[src/logic/rtc_params.svh]
/*
 * Constants of the hidden timekeeper: key, register layout, reset image
 * and tick timing. Assumes a 100 MHz system clock.
 */
// Functional notes
// - Key C5,3A,A3,5C twice, LSB first
// - Hours bit 7 high selects 12-hour mode
// - 12-hour mode: hours bit 5 is PM
// - 24-hour mode: hours bit 5 is tens
// - Day bit 4 high ignores reset pin
// - Day bit 4 low: reset pin aborts transfer
// - Day bit 5 high stops the oscillator
// - Reset-ignore and oscillator-stop bits reset high
// - Unused bits in registers 1-6 read zero
// - Mismatch freezes pointer, ignores later writes
// - Read during recognition restarts at bit zero
// - Transfer walks 64 bits, register 0 first
`ifndef RTC_PARAMS_SVH
`define RTC_PARAMS_SVH
`define KEY_PATTERN 64'h5CA33AC55CA33AC5
`define REG_MASKS 64'hFF1F3F37BF7F7FFF
`define REG_RESET 64'h0001013100000000
`define HOURS_IDX 3'h3
`define DAY_IDX 3'h4
`define HOUR_FMT_BIT 7
`define HALF_DAY_BIT 5
`define RST_IGN_BIT 4
`define OSC_STOP_BIT 5
`define LAST_BIT 6'h3F
`define CLK_PERIOD_NS 32'h0000000A
`define TICK_NS 32'h00989680
`define TICK_CYC (`TICK_NS / `CLK_PERIOD_NS)
`endif

[src/logic/rtc_pkg.sv]
/*
 * Types shared by the hidden timekeeper.
 * Assumes rtc_params.svh supplies the numbers.
 */
package rtc_pkg;
    typedef enum logic {ST_HUNT, ST_XFER} xfer_state_type;
    typedef struct packed {
        logic data;
        logic [5:0] idx;
    } wbit_type;
    typedef struct packed {
        logic ce_n;
        logic oe_n;
        logic we_n;
        logic dq;
        logic rst_n;
    } pins_type;
endpackage : rtc_pkg

[src/logic/hidden_rtc.sv]
/*
 * Hidden timekeeper that listens to SRAM strobes: key recognition,
 * 64-bit serial transfer on the data lane and a BCD time chain.
 * Assumes strobes far slower than the clock (each level held three cycles).
 */
`timescale 1ns/1ps
`include "rtc_params.svh"
module hidden_rtc #(
    parameter logic [19:0] TICK_CYC = 20'(`TICK_CYC)
) (
    input wire logic clk_in, // System clock
    input wire logic rst_in, // Async reset, active high
    input wire logic chip_en_n_in, // Chip enable pin
    input wire logic out_en_n_in, // Output enable pin
    input wire logic wr_en_n_in, // Write enable pin
    input wire logic serial_data_lane_in, // Data bit 0 input
    input wire logic reset_pin_n_in, // Transfer reset pin
    output logic serial_data_lane_out, // Data bit 0 output
    output logic serial_data_lane_oe_n_out, // Low while driving
    output logic mem_inhibit_out, // High while clock owns cycles
    output logic osc_running_out // Oscillator running
);

    function automatic logic [8:0] bcd_inc(input logic [7:0] v, input logic [7:0] top);
        logic [8:0] r;
        if (v == top) begin
            r = 9'h100;
        end else if (v[3:0] == 4'h9) begin
            r = {1'b0, v[7:4] + 4'h1, 4'h0};
        end else begin
            r = {1'b0, v[7:4], v[3:0] + 4'h1};
        end
        return r;
    endfunction : bcd_inc

    function automatic logic [7:0] hour_inc(input logic [7:0] v);
        logic [8:0] t;
        logic [7:0] r;
        t = bcd_inc({2'h0, v[5:0]}, 8'h23);
        r = {v[7:6], t[5:0]};
        if (v[`HOUR_FMT_BIT]) begin
            t = bcd_inc({3'h0, v[4:0]}, 8'h12);
            r = {v[7:5], t[4:0]};
            if (v[4:0] == 5'h12) begin
                r = {v[7:5], 5'h01};
            end else if (v[4:0] == 5'h11) begin
                r = {v[7:6], ~v[`HALF_DAY_BIT], 5'h12};
            end
        end
        return r;
    endfunction : hour_inc

    function automatic logic [7:0] reg_mask(input logic [2:0] i);
        logic [63:0] m;
        m = `REG_MASKS;
        return m[{i, 3'h0} +: 8];
    endfunction : reg_mask

    rtc_pkg::pins_type raw, s1_ff, s2_ff;
    rtc_pkg::xfer_state_type state_ff, nxt_state;
    rtc_pkg::wbit_type fifo_ff [2];
    rtc_pkg::wbit_type pend_ff, head;
    logic [7:0] regs_ff [8];
    logic [7:0] nxt_regs [8];
    logic [63:0] snap_ff, key;
    logic [5:0] ptr_ff, nxt_ptr, xcnt_ff, nxt_xcnt;
    logic miss_ff, nxt_miss, wr_prev_ff, rd_prev_ff, dq_hold_ff;
    logic pend_vld_ff, wp_ff, rp_ff, tick_ff;
    logic [1:0] cnt_ff;
    logic [19:0] tick_cnt_ff;
    logic [7:0] asm_ff, nxt_asm;
    logic dq_out_ff, dq_oe_n_ff, inh_ff, osc_ff;

    assign raw = '{ce_n: chip_en_n_in, oe_n: out_en_n_in, we_n: wr_en_n_in,
                   dq: serial_data_lane_in, rst_n: reset_pin_n_in};
    assign key = `KEY_PATTERN;
    localparam logic [63:0] RST_IMG = `REG_RESET;

    // Pins cross in through two flops before any decode.
    always_ff @(posedge clk_in or posedge rst_in) begin
        if (rst_in) begin
            s1_ff <= 5'h1F;
            s2_ff <= 5'h1F;
        end else begin
            s1_ff <= raw;
            s2_ff <= s1_ff;
        end
    end

    wire wr_act = ~s2_ff.ce_n & ~s2_ff.we_n;
    wire rd_act = ~s2_ff.ce_n & ~s2_ff.oe_n & s2_ff.we_n;
    wire wr_end = wr_prev_ff & ~wr_act;
    wire rd_end = rd_prev_ff & ~rd_act;
    wire cyc_end = wr_end | rd_end;
    wire in_xfer = state_ff == rtc_pkg::ST_XFER;
    wire key_hit = dq_hold_ff == key[ptr_ff];
    wire osc_on = ~regs_ff[`DAY_IDX][`OSC_STOP_BIT];
    wire abort = in_xfer & ~s2_ff.rst_n & ~regs_ff[`DAY_IDX][`RST_IGN_BIT];
    wire ev_wr = in_xfer & wr_end & ~abort;
    wire push = pend_vld_ff & (cnt_ff != 2'h2);
    // The drain stalls on a tick or an abort, so no commit races either of them.
    wire pop = (cnt_ff != 2'h0) & ~tick_ff & ~abort;
    assign head = fifo_ff[rp_ff];
    wire commit = pop & (head.idx[2:0] == 3'h7);

    always_comb begin
        nxt_state = state_ff;
        nxt_ptr = ptr_ff;
        nxt_miss = miss_ff;
        nxt_xcnt = xcnt_ff;
        case (state_ff)
            rtc_pkg::ST_HUNT: begin
                if (rd_end) begin
                    nxt_ptr = 6'h00;
                    nxt_miss = 1'b0;
                end else if (wr_end & ~miss_ff) begin
                    if (!key_hit) begin
                        nxt_miss = 1'b1;
                    end else if (ptr_ff == `LAST_BIT) begin
                        nxt_state = rtc_pkg::ST_XFER;
                        nxt_ptr = 6'h00;
                        nxt_xcnt = 6'h00;
                    end else begin
                        nxt_ptr = ptr_ff + 6'h01;
                    end
                end
            end
            rtc_pkg::ST_XFER: begin
                if (abort) begin
                    nxt_state = rtc_pkg::ST_HUNT;
                    nxt_miss = 1'b0;
                end else if (cyc_end) begin
                    nxt_xcnt = xcnt_ff + 6'h01;
                    if (xcnt_ff == `LAST_BIT) begin
                        nxt_state = rtc_pkg::ST_HUNT;
                    end
                end
            end
            default: begin
                nxt_state = rtc_pkg::ST_HUNT;
            end
        endcase
    end

    always_ff @(posedge clk_in or posedge rst_in) begin
        if (rst_in) begin
            state_ff <= rtc_pkg::ST_HUNT;
            ptr_ff <= 6'h00;
            miss_ff <= 1'b0;
            xcnt_ff <= 6'h00;
            wr_prev_ff <= 1'b0;
            rd_prev_ff <= 1'b0;
            dq_hold_ff <= 1'b0;
        end else begin
            state_ff <= nxt_state;
            ptr_ff <= nxt_ptr;
            miss_ff <= nxt_miss;
            xcnt_ff <= nxt_xcnt;
            wr_prev_ff <= wr_act;
            rd_prev_ff <= rd_act;
            dq_hold_ff <= wr_act ? s2_ff.dq : dq_hold_ff;
        end
    end

    // Two-entry buffer between write cycles and the register commit.
    always_ff @(posedge clk_in or posedge rst_in) begin
        if (rst_in) begin
            pend_vld_ff <= 1'b0;
            pend_ff <= 7'h00;
            wp_ff <= 1'b0;
            rp_ff <= 1'b0;
            cnt_ff <= 2'h0;
            fifo_ff[0] <= 7'h00;
            fifo_ff[1] <= 7'h00;
        end else if (abort) begin
            pend_vld_ff <= 1'b0;
            cnt_ff <= 2'h0;
            rp_ff <= wp_ff;
        end else begin
            pend_vld_ff <= ev_wr | (pend_vld_ff & ~push);
            pend_ff <= ev_wr ? rtc_pkg::wbit_type'{data: dq_hold_ff, idx: xcnt_ff} : pend_ff;
            if (push) begin
                fifo_ff[wp_ff] <= pend_ff;
            end
            wp_ff <= wp_ff ^ push;
            rp_ff <= rp_ff ^ pop;
            cnt_ff <= cnt_ff + {1'b0, push} - {1'b0, pop};
        end
    end

    always_comb begin
        nxt_asm = asm_ff;
        nxt_asm[head.idx[2:0]] = head.data;
    end

    wire [8:0] hs_inc = bcd_inc(regs_ff[0], 8'h99);
    wire [8:0] sec_inc = bcd_inc(regs_ff[1], 8'h59);
    wire [8:0] min_inc = bcd_inc(regs_ff[2], 8'h59);
    wire hr_carry = tick_ff & hs_inc[8] & sec_inc[8] & min_inc[8];

    always_comb begin
        for (int i = 0; i < 8; i++) begin
            nxt_regs[i] = regs_ff[i];
        end
        if (tick_ff) begin
            nxt_regs[0] = hs_inc[7:0];
            if (hs_inc[8]) begin
                nxt_regs[1] = sec_inc[7:0];
            end
            if (hs_inc[8] & sec_inc[8]) begin
                nxt_regs[2] = min_inc[7:0];
            end
            if (hr_carry) begin
                nxt_regs[`HOURS_IDX] = hour_inc(regs_ff[`HOURS_IDX]);
            end
        end
        if (commit) begin
            nxt_regs[head.idx[5:3]] = nxt_asm & reg_mask(head.idx[5:3]);
        end
    end

    always_ff @(posedge clk_in or posedge rst_in) begin
        if (rst_in) begin
            for (int i = 0; i < 8; i++) begin
                regs_ff[i] <= RST_IMG[i*8 +: 8];
            end
            asm_ff <= 8'h00;
        end else begin
            for (int i = 0; i < 8; i++) begin
                regs_ff[i] <= nxt_regs[i];
            end
            asm_ff <= pop ? nxt_asm : asm_ff;
        end
    end

    always_ff @(posedge clk_in or posedge rst_in) begin
        if (rst_in) begin
            tick_cnt_ff <= 20'h00000;
            tick_ff <= 1'b0;
        end else begin
            tick_ff <= osc_on & (tick_cnt_ff == TICK_CYC - 20'h1);
            if (!osc_on || tick_cnt_ff == TICK_CYC - 20'h1) begin
                tick_cnt_ff <= 20'h00000;
            end else begin
                tick_cnt_ff <= tick_cnt_ff + 20'h1;
            end
        end
    end

    wire [63:0] img = {regs_ff[7], regs_ff[6], regs_ff[5], regs_ff[4],
                       regs_ff[3], regs_ff[2], regs_ff[1], regs_ff[0]};
    wire unlock = ~in_xfer & (nxt_state == rtc_pkg::ST_XFER);

    always_ff @(posedge clk_in or posedge rst_in) begin
        if (rst_in) begin
            snap_ff <= 64'h0;
            dq_out_ff <= 1'b0;
            dq_oe_n_ff <= 1'b1;
            inh_ff <= 1'b0;
            osc_ff <= 1'b0;
        end else begin
            snap_ff <= unlock ? img : snap_ff;
            // Bit 0 of register 0 first.
            dq_out_ff <= snap_ff[xcnt_ff];
            dq_oe_n_ff <= ~(in_xfer & rd_act & ~abort);
            inh_ff <= nxt_state == rtc_pkg::ST_XFER;
            osc_ff <= osc_on;
        end
    end

    assign serial_data_lane_out = dq_out_ff;
    assign serial_data_lane_oe_n_out = dq_oe_n_ff;
    assign mem_inhibit_out = inh_ff;
    assign osc_running_out = osc_ff;

    wire zero_ok = ((regs_ff[1] & ~reg_mask(3'h1)) == 8'h00)
                 & ((regs_ff[2] & ~reg_mask(3'h2)) == 8'h00)
                 & ((regs_ff[3] & ~reg_mask(3'h3)) == 8'h00)
                 & ((regs_ff[4] & ~reg_mask(3'h4)) == 8'h00)
                 & ((regs_ff[5] & ~reg_mask(3'h5)) == 8'h00)
                 & ((regs_ff[6] & ~reg_mask(3'h6)) == 8'h00);
endmodule : hidden_rtc

[config.mk]
export PLATFORM = sky130hd
export DESIGN_NAME = hidden_rtc
export DESIGN_NICKNAME = d
export VERILOG_FILES = /design/src/logic/rtc_pkg.sv /design/src/logic/hidden_rtc.sv
export VERILOG_INCLUDE_DIRS = /design/src /design/src/logic
export SDC_FILE = /design/constraint.sdc
export NUM_CORES = 1
export LEC_CHECK = 0
export BUFFER_PORTS_ARGS = -buffer_cell sky130_fd_sc_hd__buf_4
export CAP_MARGIN = 20
export CORE_MARGIN = 4
export CORE_UTILIZATION = 50
export DETAILED_ROUTE_END_ITERATION = 8
export PLACE_DENSITY_LB_ADDON = 0.12
export SETUP_SLACK_MARGIN = 0.05
export SLEW_MARGIN = 20
export SYNTH_ARGS = -nofsm -noshare
export SYNTH_HDL_FRONTEND = slang
export SYNTH_SLANG_ARGS = --single-unit
[constraint.sdc]
create_clock -name clk_in -period 8.8 [get_ports clk_in]
set_input_delay 1.76 -clock clk_in [delete_from_list [all_inputs] [get_ports clk_in]]
set_output_delay 1.76 -clock clk_in [all_outputs]
set_load 0.05 [all_outputs]
==> results of run 1 <==
[area by class of cell]
cell class	count	area share, %
clock buffers	33	6.09
clock inverters	8	1.23
inverters	22	0.789
well taps	270	2.96
flip-flops and latches	213	46.8
repair buffers	19	1.28
multi-input cells	621	40.8
[cell usage in the layout (no fill, tap or decap), types with 4 or more instances in the layout]
master,instances
nand3_1,24
inv_1,21
nand2_1,94
nor3_1,13
xnor2_1,15
dfstp_2,16
clkinv_2,4
o21a_1,5
a21oi_1,33
o21ai_0,68
mux2_4,31
nand4_1,8
a31oi_1,7
a211oi_1,5
and2_1,4
bufinv_16,4
mux4_2,14
nand3b_1,8
clkbuf_1,4
nor4_1,5
mux2i_1,22
nor2b_1,7
xor2_1,21
clkbuf_16,25
mux2_2,66
buf_4,18
nand2b_1,12
o31ai_1,5
and3b_1,5
and3_1,7
ha_1,20
nor2_1,68
dfrtp_1,197
clkbuf_8,4
[logic make-up after synthesis]
logic type                 after synthesis  share of synthesized area (%)
adders and majority gates               20                           2.44
xor gates and xnor gates                37                           3.23
AOI/OAI and AO/OA                      151                           8.85
DFF                                    213                           52.1
muxes                                  134                           17.2
buffers and inverters                   57                           2.58
and+or+nand+nor                        279                           13.6
[worst min path at each step]
stage / end / from / cells after the start / slack, ns
floorplan: s2_ff[0]$_DFF_PP1_ / s1_ff[0]$_DFF_PP1_ / 0 / 0.35
global placement: s2_ff[4]$_DFF_PP1_ / s1_ff[4]$_DFF_PP1_ / 0 / 0.35
global route: s2_ff[3]$_DFF_PP1_ / s1_ff[3]$_DFF_PP1_ / 0 / 0.36
CTS: s2_ff[2]$_DFF_PP1_ / s1_ff[2]$_DFF_PP1_ / 0 / 0.36
finish: s2_ff[2]$_DFF_PP1_ / s1_ff[2]$_DFF_PP1_ / 0 / 0.36
detailed placement: s2_ff[1]$_DFF_PP1_ / s1_ff[1]$_DFF_PP1_ / 0 / 0.35
[per-layer routing]
| layer | share of wire (%) | up-vias | global-route usage (%) |
|---|---|---|---|
| met2 | 48 | 122 | 32.5 |
| met5 | 0 | - | 0 |
| met3 | 3.8 | 34 | 2.81 |
| li1 | - | 3186 | - |
| met1 | 46 | 3379 | 27.6 |
| met4 | 2.2 | 0 | 4.90 |
[state kept, by name (all words and copies together) (netlist names), 2 cells and up]
name and flops:
img 64, snap_ff 64, tick_cnt_ff 20, fifo_ff 14, asm_ff 8, pend_ff 7, ptr_ff 6, xcnt_ff 6
s1_ff 5, s2_ff 5, cnt_ff 2
[power breakdown]
group          switching [W]  internal, W  leakage (nW)
logic              0.0000477    0.0000286          1.94
registers          0.0000139     0.000994          2.89
clock network       0.000387     0.000666         0.414
[through the flow]
stage,hold WS [ns],util (%),power (W),cells
6_report,0.355,56.5,0.00214,1186
3_5_place_dp,0.347,52.3,0.00110,1145
2_1_floorplan,0.345,-,0.00108,891
3_3_place_gp,0.347,52.3,0.00110,1144
5_1_grt,0.362,56.5,0.00221,1186
4_1_cts,0.357,56.4,0.00217,1186
==> impl_metrics.yaml, run 1 <==
run_status:
  status: "finished clean"
die:
  fp.dieH_microns: 151
  fp-row-count: 52
  start_util_pct: 50.8
  die_x_microns: 151
  dieArea_sq_um: 22900
  ios: 11
  core_area_sq_um: 20200
drt:
  dr.pass1.iters: 5
  initialDrtViolationCount: 427
  wl_per_cell_microns: 18.4
  drc_errors: 0
  routed_wirelength_microns: 21800
  postRouteAntennaNets: 0
  vias_per_cell: 5.67
  via_count: 6721
clock_tree:
  root_buffer: "clkbuf_16"
  cts_hold_buf: 0
  cts.repair.resized: 0
  h-tree-depth: 1
  path_clk_slew_ns: 0.06
  postCtsSetupBuffers: 0
  worstSkewPairLatency_ns: 0.51
  clockBufferDepth: 3
  cts-buffers-inserted: 25
  cts_tree: "yes"
  clock_sinks: 213
grt:
  grt_pass1_wl_microns: 36000
  grtUsageTotal_pct: 19.7
  gr-total-overflow: 0
  grt_max_degree: 131
  grt_pass1_vias: 6786
  antenna_found_initial: 0
critical_path:
  start_kind: "register"
  critical-path-max-stage-delay_ns: 0.54
  critPathTopFamily: "flip-flops"
  crit_chain: "buf_4"
  path_buf_inv: 1
  criticalPathCategory: "reg2out"
  cp.depth: 1
  required_ns: 7.04
  reg2reg_from: "rp_ff$_DFF_PP0_"
  worstSetupEndpoint: "mem_inhibit_out"
  reg2reg_to: "img[23]$_DFF_PP0_"
  critPathMaxFanout: 11
  slowest_stage: "dfrtp_1"
  crit_arrival_ns: 1.32
  ff2ff_setup_slack_ns: 5.80
  crit_start: "mem_inhibit_out$_DFF_PP0_"
  rr_worst_depth: 6
  setup.worst_path.end_class: "output pin"
logic_synthesis:
  synth_area_sq_um: 10300
  synthCells: 891
  synthFlopType: "dfrtp_1"
  yosysMostFrequentCell: "dfrtp_1"
  ys_warn_count: 0
  ys_seq_elements: 213
  yosysUniqueCellTypes: 67
  yosys.area.top_type: "dfrtp_1"
  synth_async_sr_flop_share_pct: 100
  postSynthNetCount: 918
  synth_area_leaders: "dfrtp_1 48%, mux2_2 7.2%, mux2_4 4.5%"
  post_synth.cell_area_avg_sq_um: 11.5
  synth-edff-count: 0
  netlist.area_leader.share_pct: 48.0
  synth_common_cells: "197 x dfrtp_1, 94 x nand2_1, 68 x nor2_1, 68 x o21ai_0, 66 x mux2_2"
  synth_seq_area_share_pct: 52.1
final_layout:
  final-seq-area_sq_um: 5350
  fill_cells: 1714
  syn_to_final_growth_pct: 11.2
  layout-drive-gt1-share_pct: 21.5
  multi_input_area_sq_um: 4660
  final_nets: 929
  final_area_sq_um: 11400
  antennaDiodeCount: 0
sta:
  hold_viol: 0
  finalCritPeriodShare_pct: 35.0
  setup_tns_ns: 0
  fin_crit_ns: 3.08
  worst_slack_ns: 5.72
  max_freq_ghz: 0.325
  rsz0062_at_grt: "no"
  clock_skew_ns: 0.0179
  slew_headroom_pct: 33.9
  worst_slew_pin_slew_ns: 0.988
  slew_violations: 0
  finalSetupViolCount: 0
placed_design:
  dpl.hpwl_microns: 14700
  port_buffers: 10
  dpl_cell_area_sq_um: 10600
  globalplace.congestion: 0.805
  pre_cts_slack_ns: 5.08
hold_path:
  hold_path_class: "reg2reg"
power_and_ir_drop:
  p_leak_nw: 5.24
  ir_worst_vdd_mv: 0.122
  power.density_nw_per_um2: 187
run:
  maxCapViolations: 0
Note: power is estimated with default switching activity, not from simulation.
==> inputs of run 2 (changes only) <==
==> constraint.sdc (replaced) <==
create_clock -name clk_in -period 2.7 [get_ports clk_in]
set_input_delay 0.54 -clock clk_in [delete_from_list [all_inputs] [get_ports clk_in]]
set_output_delay 0.54 -clock clk_in [all_outputs]
set_load 0.05 [all_outputs]
==> run 2 against run 1 <==
Sequential power rose to 3.3 times the previous value. Flip-flop and latch count stayed put. Non-clock buffer count increased by 28. Worst hold slack got worse by 0.25 ns. Sequential share of layout area shrank 1.3 points. Critical endpoint is now img[22]$_DFF_PP0_.
==> impl_metrics.yaml, run 2 (same netlist as run 1, synthesis figures left out) <==
run_status:
  status: "finished clean"
sta:
  hold_viol: 0
  rsz0062_at_grt: "no"
  finalCritPeriodShare_pct: 92.9
  holdWs_ns: 0.110
  fin_crit_ns: 2.51
  slew_violations: 0
  worst_slew_pin_slew_ns: 0.813
  slew_headroom_pct: 45.6
  finalSetupViolCount: 0
  max_freq_ghz: 0.399
  clock_skew_ns: 0.0129
clock_tree:
  clock_sinks: 213
  root_buffer: "clkbuf_16"
  clockBufferDepth: 3
  cts_tree: "yes"
  worstSkewPairLatency_ns: 0.51
  path_clk_slew_ns: 0.06
  h-tree-depth: 1
  cts-buffers-inserted: 25
  postCtsSetupBuffers: 0
final_layout:
  final_cell_mix: "197 x dfrtp_1, 93 x nand2_1, 68 x nor2_1, 68 x o21ai_0, 66 x mux2_2"
  syn_to_final_growth_pct: 14.4
  antennaDiodeCount: 0
  fill_cells: 1653
  layout_commonest_cell: "dfrtp_1"
  final_area_sq_um: 11700
  layout-drive-gt1-share_pct: 24.1
  final_nets: 957
hold_path:
  hold_path_class: "in2async"
critical_path:
  required_ns: 3.12
  reg2reg_to: "img[22]$_DFF_PP0_"
  ff2ff_setup_slack_ns: 0.19
  critPathMaxFanout: 14
  start_kind: "register"
  crit_arrival_ns: 2.92
  rr_worst_depth: 7
  crit_start: "rp_ff$_DFF_PP0_"
  criticalPathCategory: "reg2reg"
  setup.worst_path.end_class: "register"
  reg2reg_from: "rp_ff$_DFF_PP0_"
placed_design:
  dpl_cell_area_sq_um: 10900
  globalplace.congestion: 0.865
  dpl.hpwl_microns: 15700
  port_buffers: 10
drt:
  vias_per_cell: 5.62
  dr.pass1.iters: 5
  drc_errors: 0
  postRouteAntennaNets: 0
  routed_wirelength_microns: 22600
  wl_per_cell_microns: 18.5
  via_count: 6850
  initialDrtViolationCount: 368
power_and_ir_drop:
  switching_share_pct: 20.7
  intPower_w: 0.00566
  p_seq_share_pct: 46.1
  ir_worst_vdd_mv: 0.529
  power.switching_w: 0.00148
  p_comb_share_pct: 3.6
  p_leak_nw: 5.42
  pwr-share-clk_pct: 50.3
  power.density_nw_per_um2: 607
  finalPower_w: 0.00713
grt:
  grt_max_degree: 76
  grtUsageTotal_pct: 20.6
  grt_pass1_wl_microns: 37300
  antenna_found_initial: 0
  gr-total-overflow: 0
  grt_pass1_vias: 6992
die:
  start_util_pct: 50.8
  core_area_sq_um: 20200
  fp-row-count: 52
  ios: 11
  dieArea_sq_um: 22900
  die_x_microns: 151
  fp.dieH_microns: 151
run:
  maxCapViolations: 0
==> run 2: critical path, stage by stage, from the launching register on <==
cell       delay (ns)
dfrtp_1          0.44
buf_4            0.20
nand3b_1         0.26
a2111oi_4        0.52
and2_1           0.32
nand2_1          0.32
o311a_1          0.21
a31oi_1          0.16
==> run 2: power by group through the flow <==
stage                     Combinational, W  Clock (W)  Sequential, W
after floorplan                   0.000198          0        0.00333
after global placement            0.000255          0        0.00334
after detailed placement          0.000265          0        0.00334
after CTS                         0.000266    0.00367        0.00329
after global routing              0.000294    0.00380        0.00329
final                             0.000258    0.00359        0.00329
==> run 2: what timing repair did <==
item	4_1_cts	5_1_grt
hold buffers	0	0
endpoints found under the hold margin	0	0
resized for setup	0	1
endpoints found under the setup margin	0	2
==> run 2: how the worst max path moves through the flow <==
| stage | end | slack (ns) | cells past startpoint |
|---|---|---|---|
| after floorplan | asm_ff[0]$_DFFE_PP0P_ | -0.60 | 1 |
| after global placement | img[7]$_DFF_PP0_ | 0.36 | 7 |
| after detailed placement | img[7]$_DFF_PP0_ | 0.24 | 7 |
| after CTS | img[7]$_DFF_PP0_ | 0.24 | 7 |
| after global routing | img[22]$_DFF_PP0_ | 0.08 | 7 |
| final | img[22]$_DFF_PP0_ | 0.19 | 7 |
==> run 2: per-layer routing <==
layer / track usage, % / routed length [microns] / vias up
li1: - / - / 3245
met5: 0 / 0 / -
met2: 34.6 / 11000 / 121
met1: 27.9 / 10200 / 3444
met4: 5.76 / 626 / 0
met3: 3.11 / 780 / 40
==> run 2: final cells by class <==
class	instances	area (sq um)	share of cell area [%]
clock buffer	36	717	6.10
clock inverter	9	174	1.48
inverter	22	86.3	0.735
multi-input combinational	621	4660	39.7
sequential	213	5350	45.6
tap	270	338	2.88
timing repair buffer	47	415	3.54
==> run 2: through the flow <==
| stage | util, % | worst slack, ns | instances | TNS (ns) |
|---|---|---|---|---|
| 2_1_floorplan | - | -0.597 | 891 | -117.63 |
| 3_5_place_dp | 53.6 | 0.242 | 1173 | 0 |
| 5_1_grt | 58.0 | 0.0782 | 1218 | 0 |
| 6_report | 58.0 | 0.193 | 1218 | 0 |
| 3_3_place_gp | 53.6 | 0.363 | 1173 | 0 |
| 4_1_cts | 58.0 | 0.235 | 1218 | 0 |
